$ cat src/include/prs_pkg.sv
// Purpose: Constants shared by the power-up sequencer ends (device and host controller).
// Assumes: 25 MHz clock, synchronous active-high reset.
// Notes: Main-map and paged offsets, sequence values and wait counts live here.
package prs_pkg;

  // ----------------------------------------------------------------
  // Main-map offsets
  // ----------------------------------------------------------------
  localparam logic [7:0] ADDR_BLANK_CTL = 8'h04;
  localparam logic [7:0] ADDR_BUS_FILTER = 8'h16;
  localparam logic [7:0] ADDR_PAGE_SEL = 8'h40;
  localparam logic [7:0] ADDR_PAGE_OFS = 8'h41;
  localparam logic [7:0] ADDR_PAGE_DATA = 8'h42;
  localparam logic [7:0] ADDR_FREQ_CTL = 8'h5b;

  // ----------------------------------------------------------------
  // Paged registers and fields
  // ----------------------------------------------------------------
  localparam logic [7:0] PAGE_VIDEO = 8'h10;
  localparam logic [7:0] PAGE_LINK = 8'h14;
  localparam logic [7:0] OFS_PLL_CTL = 8'h49;
  localparam int PLL_RST_BIT = 4;
  localparam int BLANK_BIT = 4;
  localparam int FREQ_RST_BIT = 5;
  localparam logic [7:0] PLL_RST_ON = 8'h10;
  localparam logic [7:0] PLL_RST_OFF = 8'h00;
  localparam logic [7:0] PLL_CTL_MASK = 8'h10;
  localparam logic [7:0] PLL_CTL_RESET = 8'h00;
  localparam logic [7:0] BUS_FILTER_VAL = 8'h02;
  localparam logic [7:0] BLANK_RESET = 8'h00;
  localparam logic [7:0] FREQ_RESET = 8'h20;
  localparam logic [7:0] FILTER_RESET = 8'h00;

  // ----------------------------------------------------------------
  // Timing
  // ----------------------------------------------------------------
  localparam int CLK_HZ = 25000000;
  localparam int READY_TIME_MS = 2;
  localparam int READY_CYCLES = CLK_HZ / 1000 * READY_TIME_MS;
  localparam int STABLE_TIME_US = 1;
  localparam int STABLE_CYCLES = (CLK_HZ / 1000000 * STABLE_TIME_US > 0) ? CLK_HZ / 1000000 * STABLE_TIME_US : 1;
  localparam int CNT_W = 20;

  // ----------------------------------------------------------------
  // Host register map (host command port)
  // ----------------------------------------------------------------
  localparam logic [3:0] HREG_CTRL = 4'h0;
  localparam logic [3:0] HREG_STATUS = 4'h1;
  localparam int HCTRL_START = 0;
  localparam int HCTRL_PWR = 1;

endpackage

$ cat src/include/prs_link_if.sv
// Purpose: Carrier between host controller and device control logic.
// Assumes: One clock; host is the sole master of the control bus.
// Notes: Bus writes are single-cycle strobes, no wait states.
interface prs_link_if;
  logic power_down_bar_pin;
  logic bus_wr;
  logic [7:0] bus_addr;
  logic [7:0] bus_wdata;
  logic bus_ready;

  modport device (
    input power_down_bar_pin,
    input bus_wr,
    input bus_addr,
    input bus_wdata,
    output bus_ready
  );

  modport host (
    output power_down_bar_pin,
    output bus_wr,
    output bus_addr,
    output bus_wdata,
    input bus_ready
  );
endinterface

$ cat src/hw/prs_host.sv
// Purpose: Host end: drives power-down pin and writes sequences A and B.
// Assumes: Software sets power and start bits; clock stability is an input level.
// Notes: Sequence B waits for the stable level to hold for the stable count.
//
// Our own choice: strobed register access.
module prs_host #(
  parameter int READY_CYCLES = prs_pkg::READY_CYCLES
) (
  // System
  input wire logic clk,
  input wire logic reset,
  // Link
  prs_link_if.host link,
  // Register port
  input wire logic [3:0] reg_addr,
  input wire logic [7:0] reg_wdata,
  input wire logic reg_wr,
  input wire logic reg_rd,
  output logic [7:0] reg_rdata,
  // Status from board
  input wire logic supplies_ok,
  input wire logic in_clk_stable
);

  typedef enum logic [5:0] {
    ST_OFF = 6'h01, ST_WAIT = 6'h02, ST_SEQA = 6'h04, ST_CLK = 6'h08, ST_SEQB = 6'h10, ST_DONE = 6'h20
  } prs_state_e;

  // ----------------------------------------------------------------
  // Write script
  // ----------------------------------------------------------------
  localparam int NA = 3;
  localparam int NB = 8;
  function automatic logic [15:0] step(input logic [3:0] i);
    logic [15:0] r;
    r = {prs_pkg::ADDR_PAGE_DATA, prs_pkg::PLL_RST_OFF};
    unique case (i)
      4'h0: r = {prs_pkg::ADDR_FREQ_CTL, 8'h00};
      4'h1: r = {prs_pkg::ADDR_BUS_FILTER, prs_pkg::BUS_FILTER_VAL};
      4'h2: r = {prs_pkg::ADDR_BLANK_CTL, 8'h01 << prs_pkg::BLANK_BIT};
      4'h3: r = {prs_pkg::ADDR_PAGE_SEL, prs_pkg::PAGE_VIDEO};
      4'h4: r = {prs_pkg::ADDR_PAGE_OFS, prs_pkg::OFS_PLL_CTL};
      4'h5: r = {prs_pkg::ADDR_PAGE_DATA, prs_pkg::PLL_RST_ON};
      4'h6: r = {prs_pkg::ADDR_PAGE_DATA, prs_pkg::PLL_RST_OFF};
      4'h7: r = {prs_pkg::ADDR_PAGE_SEL, prs_pkg::PAGE_LINK};
      4'h8: r = {prs_pkg::ADDR_PAGE_OFS, prs_pkg::OFS_PLL_CTL};
      4'h9: r = {prs_pkg::ADDR_PAGE_DATA, prs_pkg::PLL_RST_ON};
      default: r = {prs_pkg::ADDR_PAGE_DATA, prs_pkg::PLL_RST_OFF};
    endcase
    return r;
  endfunction

  prs_state_e st_reg, st_next;
  logic [prs_pkg::CNT_W-1:0] cnt_reg, cnt_next;
  logic [3:0] idx_reg, idx_next;
  logic pwr_reg, pwr_next, start_reg, start_next;
  logic pin_reg, pin_next, wr_reg, wr_next;
  logic [7:0] addr_reg, addr_next, data_reg, data_next, rd_reg, rd_next;
  logic [15:0] cur;

  assign cur = step(idx_reg);

  always_comb begin
    st_next = st_reg;
    cnt_next = cnt_reg;
    idx_next = idx_reg;
    pwr_next = pwr_reg;
    start_next = start_reg;
    pin_next = pin_reg;
    wr_next = 1'b0;
    addr_next = addr_reg;
    data_next = data_reg;
    rd_next = 8'h00;
    if (reg_wr && reg_addr == prs_pkg::HREG_CTRL) begin
      pwr_next = reg_wdata[prs_pkg::HCTRL_PWR];
      start_next = reg_wdata[prs_pkg::HCTRL_START];
    end
    if (reg_rd && reg_addr == prs_pkg::HREG_STATUS) begin
      rd_next = {2'b00, st_reg};
    end else if (reg_rd && reg_addr == prs_pkg::HREG_CTRL) begin
      rd_next = {6'h00, pwr_reg, start_reg};
    end
    unique case (st_reg)
      ST_OFF: begin
        cnt_next = '0;
        idx_next = '0;
        if (pwr_reg && supplies_ok) begin
          pin_next = 1'b1;
          st_next = ST_WAIT;
        end
      end
      ST_WAIT: begin
        if (cnt_reg == prs_pkg::CNT_W'(READY_CYCLES - 1)) begin
          st_next = ST_SEQA;
        end else begin
          cnt_next = cnt_reg + 1'b1;
        end
      end
      ST_SEQA: begin
        wr_next = 1'b1;
        addr_next = cur[15:8];
        data_next = cur[7:0];
        idx_next = idx_reg + 1'b1;
        if (idx_reg == 4'(NA - 1)) begin
          cnt_next = '0;
          st_next = ST_CLK;
        end
      end
      ST_CLK: begin
        if (!in_clk_stable) begin
          cnt_next = '0;
        end else if (cnt_reg == prs_pkg::CNT_W'(prs_pkg::STABLE_CYCLES - 1)) begin
          if (start_reg) begin
            st_next = ST_SEQB;
          end
        end else begin
          cnt_next = cnt_reg + 1'b1;
        end
      end
      ST_SEQB: begin
        wr_next = 1'b1;
        addr_next = cur[15:8];
        data_next = cur[7:0];
        idx_next = idx_reg + 1'b1;
        if (idx_reg == 4'(NA + NB - 1)) begin
          st_next = ST_DONE;
        end
      end
      ST_DONE: begin
        start_next = 1'b0;
      end
    endcase
    if (!pwr_reg) begin
      // A write must never reach the device while the pin is low.
      pin_next = 1'b0;
      wr_next = 1'b0;
      st_next = ST_OFF;
    end
  end

  always_ff @(posedge clk) begin
    if (reset) begin
      st_reg <= ST_OFF;
      cnt_reg <= '0;
      idx_reg <= '0;
      pwr_reg <= 1'b0;
      start_reg <= 1'b0;
      pin_reg <= 1'b0;
      wr_reg <= 1'b0;
      addr_reg <= 8'h00;
      data_reg <= 8'h00;
      rd_reg <= 8'h00;
    end else begin
      st_reg <= st_next;
      cnt_reg <= cnt_next;
      idx_reg <= idx_next;
      pwr_reg <= pwr_next;
      start_reg <= start_next;
      pin_reg <= pin_next;
      wr_reg <= wr_next;
      addr_reg <= addr_next;
      data_reg <= data_next;
      rd_reg <= rd_next;
    end
  end

  assign link.power_down_bar_pin = pin_reg;
  assign link.bus_wr = wr_reg;
  assign link.bus_addr = addr_reg;
  assign link.bus_wdata = data_reg;
  assign reg_rdata = rd_reg;

endmodule

$ cat src/flat_wrapper.sv
// flat-port wrapper written by rule: the top's interface ports become plain ports
module prs_host_flat 
#(
  parameter int READY_CYCLES = prs_pkg::READY_CYCLES
)
  (clk, reset, reg_addr, reg_wdata, reg_wr, reg_rd, reg_rdata, supplies_ok, in_clk_stable, link_power_down_bar_pin, link_bus_wr, link_bus_addr, link_bus_wdata, link_bus_ready);
  prs_link_if link_i ();
  input wire logic clk;
  input wire logic reset;
  input wire logic [3:0] reg_addr;
  input wire logic [7:0] reg_wdata;
  input wire logic reg_wr;
  input wire logic reg_rd;
  output logic [7:0] reg_rdata;
  input wire logic supplies_ok;
  input wire logic in_clk_stable;
  output wire logic [$bits(link_i.power_down_bar_pin)-1:0] link_power_down_bar_pin;
  output wire logic [$bits(link_i.bus_wr)-1:0] link_bus_wr;
  output wire logic [$bits(link_i.bus_addr)-1:0] link_bus_addr;
  output wire logic [$bits(link_i.bus_wdata)-1:0] link_bus_wdata;
  input wire logic [$bits(link_i.bus_ready)-1:0] link_bus_ready;
  assign link_power_down_bar_pin = link_i.power_down_bar_pin;
  assign link_bus_wr = link_i.bus_wr;
  assign link_bus_addr = link_i.bus_addr;
  assign link_bus_wdata = link_i.bus_wdata;
  assign link_i.bus_ready = link_bus_ready;
  prs_host #(.READY_CYCLES(READY_CYCLES)) u_core (.clk(clk), .reset(reset), .link(link_i), .reg_addr(reg_addr), .reg_wdata(reg_wdata), .reg_wr(reg_wr), .reg_rd(reg_rd), .reg_rdata(reg_rdata), .supplies_ok(supplies_ok), .in_clk_stable(in_clk_stable));
endmodule
$ cat config.mk
export PLATFORM = sky130hd
export DESIGN_NAME = prs_host_flat
export DESIGN_NICKNAME = d
export VERILOG_FILES = /design/src/include/prs_pkg.sv /design/src/include/prs_link_if.sv /design/src/hw/prs_host.sv /design/src/flat_wrapper.sv
export SDC_FILE = /design/constraint.sdc
export NUM_CORES = 1
export LEC_CHECK = 0
export BUFFER_PORTS_ARGS = -buffer_cell sky130_fd_sc_hd__buf_2
export CORE_ASPECT_RATIO = 1.5
export CORE_UTILIZATION = 30
export DETAILED_ROUTE_END_ITERATION = 6
export PLACE_DENSITY = 0.48
export SYNTH_ARGS = -nofsm -noshare
export SYNTH_HDL_FRONTEND = slang
export SYNTH_SLANG_ARGS = --single-unit
export TNS_END_PERCENT = 30
$ cat constraint.sdc
create_clock -name clk -period 4.15 [get_ports clk]
set_clock_uncertainty 0.1 [all_clocks]
set_input_delay 0.6225 -clock clk [delete_from_list [all_inputs] [get_ports clk]]
set_output_delay 0.6225 -clock clk [all_outputs]
set_load 0.005 [all_outputs]
After elaboration in Yosys (flattened, before gate mapping)
Memory sizes are Yosys's and may differ from the RTL's. A register that Yosys moved wholly into a read port is not among the register bits.
Index checks and enable logic that the tools add are counted.
{"block": "word_totals", "reg_bits": 58, "rom_bits": 192, "in_bits": 19, "output_inout_bits": 26, "elab_cells": 67, "memories": 1}
{"name": "(no name shown)", "depth": 16, "word_bits": 12, "rd": 1, "rd_clocked_by_memory_dff": 1, "write_ports": 0, "line_no": "prs_host.sv:37", "text": "unique case (i)"}
{"block": "op_classes", "add_sub_neg": 2, "n_eq_ne": 20, "n_mux": 17, "bitwise": 1, "reduce_logical": 15}
{"operator": "20-bit 2-to-1 mux", "n": 4}
{"operator": "20-bit case mux with 4 select lines", "n": 1}
{"operator": "6-bit 2-to-1 mux", "n": 8}
{"operator": "6-bit case mux with 5 select lines", "n": 1}
{"operator": "20-bit by 1-bit adder with 20-bit output, second input constant", "n": 1}
{"operator": "20-bit by 16-bit == test with 1-bit output, second input constant", "n": 1}
{"operator": "20-bit by 5-bit == test with 1-bit output, second input constant", "n": 1}
{"operator": "2-bit by 1-bit inequality test with 1-bit output, second input constant", "n": 6}
{"operator": "4-bit case mux with 2 select lines", "n": 1}
{"operator": "8-bit AND reduction", "n": 1}
{"operator": "2-bit OR reduction", "n": 4}
{"operator": "6-bit by 1-bit == test with 1-bit output, second input constant", "n": 1}
{"operator": "6-bit by 2-bit == test with 1-bit output, second input constant", "n": 1}
{"operator": "6-bit by 3-bit == test with 1-bit output, second input constant", "n": 1}
{"operator": "6-bit by 4-bit == test with 1-bit output, second input constant", "n": 1}
{"operator": "6-bit by 5-bit == test with 1-bit output, second input constant", "n": 1}
{"operator": "6-bit == test, second input constant", "n": 1}
{"operator": "5-bit nonzero test", "n": 1}
{"operator": "4-bit by 1-bit adder with 4-bit output, second input constant", "n": 1}
{"operator": "4-bit by 1-bit == test with 1-bit output, second input constant", "n": 1}
{"operator": "4-bit by 2-bit == test with 1-bit output, second input constant", "n": 1}
{"operator": "4-bit == test, second input constant", "n": 1}
{"operator": "1-bit logical AND", "n": 4}
{"operator": "4-bit logical NOT", "n": 1}
{"operator": "other kinds (9)", "n": 10}

Logic depth before layout (Yosys ltp)
Gate-level depths: netlist of run 1.
{"block": "logic_depth", "depth_word": 4, "depth_mapped": 8, "ltp_nobuf": 7}

Worst setup path before layout of run 1
OpenSTA, ideal clock, no wires.
{"block": "synth_timing", "path_kind": "register -> register", "from": "register u_core.st_reg[5]", "to": "register u_core.st_reg[5]", "setup_time_ns": 0.117, "arrival_ns": 1.971, "path_slack_ns": 1.961, "path_stages_with_launch": 9, "path_buffers": 3, "synth_period_minus_slack_ns": 2.189, "cell_sequence": "dfxtp_1 buf_6 or3_1 or3_1 buf_6 a41oi_2 and4b_1 buf_6 a32o_1"}
{"block": "synth_between", "elab_chain_len": 3, "elab_cells_between_ends": 15, "classes_between": "eq/ne: 12; mux: 1; reduce/logical: 2"}
{"element": "start, declared", "line_no": "prs_host.sv:53", "text": "prs_state_e st_reg, st_next;"}
{"element": "start signal, assigned", "line_no": "prs_host.sv:154", "text": "st_reg <= st_next;"}
{"element": "6-bit by 1-bit == test with 1-bit output, or another cell as far along", "line_no": "prs_host.sv:83", "text": "unique case (st_reg)"}
{"element": "5-bit nonzero test (no line), or another cell as far along"}
{"element": "8-bit AND reduction (no line)"}
Several ways; a longest one is shown, not always the timed one.
A chain may end at the register's enable or synchronous reset.

Worst setup path in the final report of run 1
{"block": "layout_timing", "from": "register u_core.st_reg[2]", "to": "register u_core.cnt_reg[14] (netlist bit)"}
{"block": "layout_between", "elab_chain_len": 3, "elab_cells_between_ends": 10, "classes_between": "eq/ne: 7; mux: 1; reduce/logical: 2"}
{"element": "6-bit by 4-bit == test with 1-bit output, or another cell as far along", "line_no": "prs_host.sv:83"}
{"element": "3-bit inequality test (no line), or another cell as far along"}
{"element": "4-bit AND reduction (no line)"}
{"element": "end signal, assigned", "line_no": "prs_host.sv:155", "text": "cnt_reg <= cnt_next;"}
{"element": "end, declared", "line_no": "prs_host.sv:54", "text": "logic [prs_pkg::CNT_W-1:0] cnt_reg, cnt_next;"}
Several ways; a longest one is shown, not always the timed one.

==> impl_metrics.json, run 1 <==
{
  "hold_path_class": "register to register",
  "grt_max_degree": 27,
  "synth_area_per_cell_um2": 8.34,
  "synthXorXnorAreaFrac_pct": 3.16,
  "path_max_fanout": 17,
  "drc": 0,
  "hpwl_um": 4930,
  "synth_top_family_by_area": "simple AND/OR/NAND/NOR gates",
  "post-place-ws_ns": 1.13,
  "setup_viol": 0,
  "wire_per_inst_um": 15.1,
  "layout-drive-gt1-share_pct": 13.0,
  "drtIter0Drc": 121,
  "synth_mux_area_share_pct": 3.61,
  "grt_setup_unrepaired": "false",
  "setup-tns-final_ns": 0,
  "cts_tree": "built",
  "cts-root-buf": "clkbuf_16",
  "status": "complete, no violations",
  "fin_crit_sh_pct": 72.7,
  "crit_type": "register to register",
  "grt_pass1_wl_um": 11100,
  "syn_to_final_growth_pct": 10.3,
  "num_io_pins": 45,
  "cts.path.max_buffers": 2,
  "required_ns": 4.24,
  "antenna_found_initial": 0,
  "largest_register_ffs": 20,
  "core_area_mm2": 0.00888,
  "first_pass_iters": 5,
  "maxCapViolations": 0,
  "p_leak_uw": 0.00114,
  "post-synth-top-count-cell": "dfxtp_1",
  "hold_start": "u_core.link.bus_addr[4]$_SDFFE_PP0N_",
  "worstRegToRegCells": 5,
  "ys_top_cells_by_count": "50 x dfxtp_1, 28 x nor2_1, 25 x nand2_1",
  "yosys.cell_types.count": 50,
  "port_buffers": 31,
  "cts_hold_buf": 0,
  "worst_slew_pin_slew_ns": 1.02,
  "dp_cells": 448,
  "startpoint_type": "register",
  "timing.slew.headroom_pct": 31.3,
  "cp_data_arrival_time_ns": 3.11,
  "yosys_warnings": 0,
  "synthAdderAreaFrac_pct": 3.61,
  "ys_seq_elements": 50,
  "hold_viol": 0,
  "gr-total-overflow": 0,
  "insertedDiodeCount": 0,
  "cts_setup_buffers": 0,
  "htreeDepth": 2,
  "crit_path_start": "u_core.st_reg[2]$_SDFFE_PP0P_",
  "post_cts_resized": 0,
  "globalplace.congestion": 0.830,
  "ys.flop_type": "dfxtp_1",
  "fillers": 928,
  "synth_compound_area_share_pct": 14.0,
  "ys_seq_area_share_pct": 36.1,
  "drt-total-wl_um": 6900,
  "fin_nets": 372,
  "rrSetupSlack_ns": 1.13,
  "cts_inserted_buffers": 5,
  "grt_pass1_vias": 2280,
  "num_vias": 2439,
  "synth_simple_gate_area_share_pct": 31.3,
  "max_freq_ghz": 0.332,
  "crit_path_end_kind": "register",
  "start_util_pct": 31.2,
  "p_total_uw": 917,
  "die_area_mm2": 0.00963,
  "yosysTopAreaCell": "dfxtp_1",
  "r2r_start": "u_core.st_reg[2]$_SDFFE_PP0P_",
  "via_per_inst": 5.35,
  "clk_latency_ns": 0.29,
  "yosys-top-cells-area": "dfxtp_1 36%, a21oi_1 4.2%, nor2_1 3.8%",
  "r2r-end": "u_core.cnt_reg[14]$_SDFFE_PP0P_",
  "drt.antenna.violating_nets": 0,
  "synth_area_mm2": 0.00277,
  "crit_end": "u_core.cnt_reg[14]$_SDFFE_PP0P_",
  "hold_slack_ns": 0.350,
  "synth_edf_count": 0,
  "vdd_drop_max_v": 0.000176,
  "finalCriticalPeriod_ns": 3.02,
  "synth_cells": 332,
  "yosysTopAreaCellShare_pct": 36.1,
  "grt_usage_pct": 15.0,
  "die_w_um": 80.5,
  "rows": 42,
  "clock-sinks": 50,
  "final_cells": 456,
  "die_h_um": 120,
  "final_max_slew_viol_count": 0,
  "clk_pin_slew_ns": 0.06,
  "powerDensity_mw_per_mm2": 300,
  "fin_ws_ns": 1.13,
  "async_flop_share_pct": 0
}
-- cell usage in the layout (no fill, tap or decap), types with 2 or more instances in the layout --
cell type,synthesis,final
xnor2_1,7,7
conb_1,1,6
nor2_1,28,28
dfxtp_1,50,50
nand3_1,14,14
nand2b_1,3,3
a211oi_1,4,4
inv_1,11,11
mux2i_1,10,10
or3b_2,3,3
nand2_1,25,25
o211ai_1,2,2
a21oi_1,23,23
and4b_1,2,2
and3_1,7,7
nor4_1,6,6
and4_1,6,6
clkbuf_16,0,5
nor3b_1,2,2
or3_1,6,6
or4_1,4,4
a2111oi_0,4,4
nor3_1,9,9
a31oi_1,2,2
and3b_1,2,2
ha_1,8,8
nor2b_1,2,2
nand4_1,11,11
nand4b_1,5,5
nand3b_1,8,8
o21ai_0,9,9
buf_2,3,31
xor2_1,3,3
and2_1,6,6
o31ai_1,5,5
-- cell families (layout without fill, tap and decap cells) --
group / count (synthesis) / after routing
AO/OA/AOI/OAI: 59 / 59
XOR/XNOR: 10 / 10
adder cells (fa/ha/maj): 8 / 8
buffers and inverters: 42 / 51
flip-flops: 50 / 50
multiplexers: 10 / 10
other: 1 / 6
AND/OR/NAND/NOR: 152 / 152
-- per-stage QoR --
step / cell area [um2] / utilization, %
after global routing: 3060 / 34.4
after floorplan: 2790 / -
after CTS: 3060 / 34.4
after global placement: 2910 / 32.8
after detailed placement: 2910 / 32.8
final: 3060 / 34.4
-- cell type report --
class / instances / area (um2) / area share (%)
Clock buffer: 7 / 143 / 4.67
Clock inverter: 1 / 5.00 / 0.164
Inverter: 11 / 41.3 / 1.35
Multi-Input combinational cell: 245 / 1570 / 51.2
Sequential cell: 50 / 1000 / 32.7
Tap cell: 110 / 138 / 4.50
Timing Repair Buffer: 32 / 163 / 5.32
-- power breakdown --
| part | total [uW] | leakage, uW | internal, uW | switching, uW |
|---|---|---|---|---|
| combinational | 17.1 | 0.000663 | 6.84 | 10.3 |
| sequential | 480 | 0.000403 | 480 | 0.243 |
| clock | 420 | 0.0000739 | 239 | 180 |
-- critical path, cell delays in order, from the launching register on --
cell and delay (ns):
dfxtp_1 0.53, nor3b_1 0.43, nand4_1 0.44, a221o_1 0.59
nand2b_1 0.57, o21ba_2 0.25
-- metal layers --
layer	track usage, %	part of all wire (%)	routed length (um)	vias to the layer above
li1	-	-	-	1219
met1	16.5	42	2930	1175
met2	27.2	53	3650	33
met3	2.81	2.3	156	12
met4	6.58	2.3	159	0
met5	0	0	0	-
-- worst min-delay path by stage --
stage | endpoint | slack [ns] | cells past startpoint
after floorplan | u_core.link.bus_wdata[1]$_SDFFE_PP0N_ | 0.35 | 2
after global placement | u_core.link.bus_addr[3]$_SDFFE_PP0N_ | 0.34 | 2
after detailed placement | u_core.link.bus_addr[3]$_SDFFE_PP0N_ | 0.34 | 2
after CTS | u_core.link.bus_wdata[2]$_SDFFE_PP0N_ | 0.35 | 2
after global routing | u_core.link.bus_wdata[2]$_SDFFE_PP0N_ | 0.37 | 2
final | u_core.link.bus_addr[4]$_SDFFE_PP0N_ | 0.35 | 2
No activity file was read; power rests on OpenSTA's default activity.
==> run 2: changes to the inputs <==
clock period = 2.9 ns   (was 4.15 ns; I/O delays follow)
==> run 2 against run 1 <==
- sequential power grew 43%
- worst setup slack lost 0.70 ns
- routed wire length grew 3.4%
- register-to-register slack lost 0.70 ns
- critical endpoint is now u_core.cnt_reg[1]$_SDFFE_PP0P_
- clock power grew 81%
- final cell count grew 2.9%
- global-route usage grew 0.75 points
- die area is the same
- non-clock buffer count grew 13
- highest routed layer unchanged
- via count grew 0.53%
==> impl_metrics.json, run 2 (same netlist as run 1, synthesis figures left out) <==
{
  "layout_commonest_cell": "dfxtp_1",
  "max_freq_ghz": 0.406,
  "largest_register_ffs": 20,
  "clock-sinks": 50,
  "hpwl_um": 5270,
  "cts_setup_buffers": 0,
  "slowest_delay_ns": 0.71,
  "use_met3_pct": 2.59,
  "critical_path_buf_inv_count": 1,
  "fin_crit_sh_pct": 85.0,
  "globalplace.congestion": 0.793,
  "setup-tns-final_ns": 0,
  "status": "complete, no violations",
  "crit_chain": "nor3b_1, buf_4, and4_1, nor2_1, or4b_2, a21oi_1",
  "finalCriticalPeriod_ns": 2.47,
  "syn_to_final_growth_pct": 15.5,
  "cp_data_arrival_time_ns": 2.59,
  "die_w_um": 80.5,
  "clkPwrFrac_pct": 51.7,
  "clk_pin_slew_ns": 0.07,
  "insertedDiodeCount": 0,
  "vdd_drop_max_v": 0.000298,
  "num_io_pins": 45,
  "hold_viol": 0,
  "slowest_stage": "or4b_2",
  "core_area_mm2": 0.00888,
  "via_per_inst": 5.23,
  "grt_pass1_wl_um": 11700,
  "cts-root-buf": "clkbuf_16",
  "fin_nets": 385,
  "drtIter0Drc": 110,
  "hold_start": "reg_wdata[1]",
  "post_cts_resized": 0,
  "final_cell_mix": "50 x dfxtp_1, 31 x buf_2, 28 x nor2_1",
  "grt_setup_unrepaired": "false",
  "min_to": "u_core.pwr_reg$_SDFFE_PP0P_",
  "maxCapViolations": 0,
  "p_comb_share_pct": 1.6,
  "finalCoreUtilization_pct": 36.0,
  "first_pass_iters": 4,
  "wire_per_inst_um": 15.2,
  "crit_type": "register to register",
  "grt_util_met2_pct": 28.7,
  "start_util_pct": 31.2,
  "fillers": 929,
  "hold_slack_ns": 0.281,
  "drt-total-wl_um": 7130,
  "clk_latency_ns": 0.29,
  "drc": 0,
  "cts_tree": "built",
  "worst_slew_pin_slew_ns": 0.738,
  "rows": 42,
  "startpoint_type": "register",
  "r2r_start": "u_core.st_reg[2]$_SDFFE_PP0P_",
  "die_area_mm2": 0.00963,
  "p_leak_uw": 0.00122,
  "crit_family": "simple AND/OR/NAND/NOR gates",
  "crit_path_end_kind": "register",
  "die_h_um": 120,
  "setup_viol": 0,
  "p_total_uw": 1470,
  "rrSetupSlack_ns": 0.43,
  "cts_hold_buf": 0,
  "cts.path.max_buffers": 2,
  "final_max_slew_viol_count": 0,
  "switchingPower_uw": 279,
  "grt_max_degree": 27,
  "grt-busiest-layer": "met2",
  "antenna_found_initial": 0,
  "drt.antenna.violating_nets": 0,
  "layout-drive-gt1-share_pct": 16.4,
  "num_vias": 2452,
  "grt_pass1_vias": 2376,
  "cts_inserted_buffers": 5,
  "powerDensity_mw_per_mm2": 460,
  "r2r-end": "u_core.cnt_reg[1]$_SDFFE_PP0P_",
  "hold_path_class": "input port to register",
  "port_buffers": 31,
  "holdPathStages": 3,
  "gr-total-overflow": 0,
  "htreeDepth": 2,
  "switching_share_pct": 19.0,
  "required_ns": 3.02,
  "p_int_uw": 1190,
  "timing.slew.headroom_pct": 50.6,
  "seqPwrFrac_pct": 46.7,
  "grt_usage_pct": 15.8,
  "worstRegToRegCells": 6,
  "path_max_fanout": 12,
  "gr-usage-met1_pct": 17.9
}
## run 2: power groups by stage
stage	Sequential, uW	Clock (uW)	Combinational [uW]
after floorplan	703	0	17.7
after CTS	687	788	24.3
after global routing	687	812	27.3
after detailed placement	703	0	24.3
after global placement	703	0	23.9
final	687	761	23.9
## run 2: worst max path at each step
stage,depth (start not counted),end,slack [ns],start
6_report,6,u_core.cnt_reg[1]$_SDFFE_PP0P_,0.43,u_core.st_reg[2]$_SDFFE_PP0P_
5_1_grt,6,u_core.cnt_reg[1]$_SDFFE_PP0P_,0.30,u_core.st_reg[2]$_SDFFE_PP0P_
4_1_cts,5,u_core.st_reg[2]$_SDFFE_PP0P_,0.45,u_core.st_reg[5]$_SDFFE_PP0P_
3_5_place_dp,5,u_core.st_reg[1]$_SDFFE_PP0P_,0.48,u_core.st_reg[5]$_SDFFE_PP0P_
3_3_place_gp,6,u_core.cnt_reg[1]$_SDFFE_PP0P_,0.49,u_core.st_reg[2]$_SDFFE_PP0P_
2_1_floorplan,8,u_core.st_reg[5]$_SDFFE_PP0P_,0.71,u_core.st_reg[5]$_SDFFE_PP0P_
## run 2: worst reg2reg max path: stages, from the launching register on
cell and delay (ns):
dfxtp_1 0.54, nor3b_1 0.31, buf_4 0.17, and4_1 0.24
nor2_1 0.18, or4b_2 0.71, a21oi_1 0.14
## run 2: metal layers
layer	part of all wire [%]	vias to the layer above
met5	0	-
met4	1.7	0
met3	2.6	8
met2	55	44
met1	41	1152
li1	-	1248
## run 2: per-stage QoR
stage	instances	instance area [um2]	worst slack, ns
floorplan	337	2790	0.711
global placement	461	3010	0.491
detailed placement	461	3010	0.485
CTS	469	3200	0.447
global route	469	3200	0.299
finish	469	3200	0.435
## run 2: cell type report
cell class | count | area [um2] | share of cell area [%]
Tap cell | 110 | 138 | 4.30
Timing Repair Buffer | 45 | 260 | 8.13
Clock inverter | 3 | 68.8 | 2.15
Inverter | 11 | 41.3 | 1.29
Sequential cell | 50 | 1000 | 31.3
Multi-Input combinational cell | 245 | 1570 | 48.9
Clock buffer | 5 | 125 | 3.91
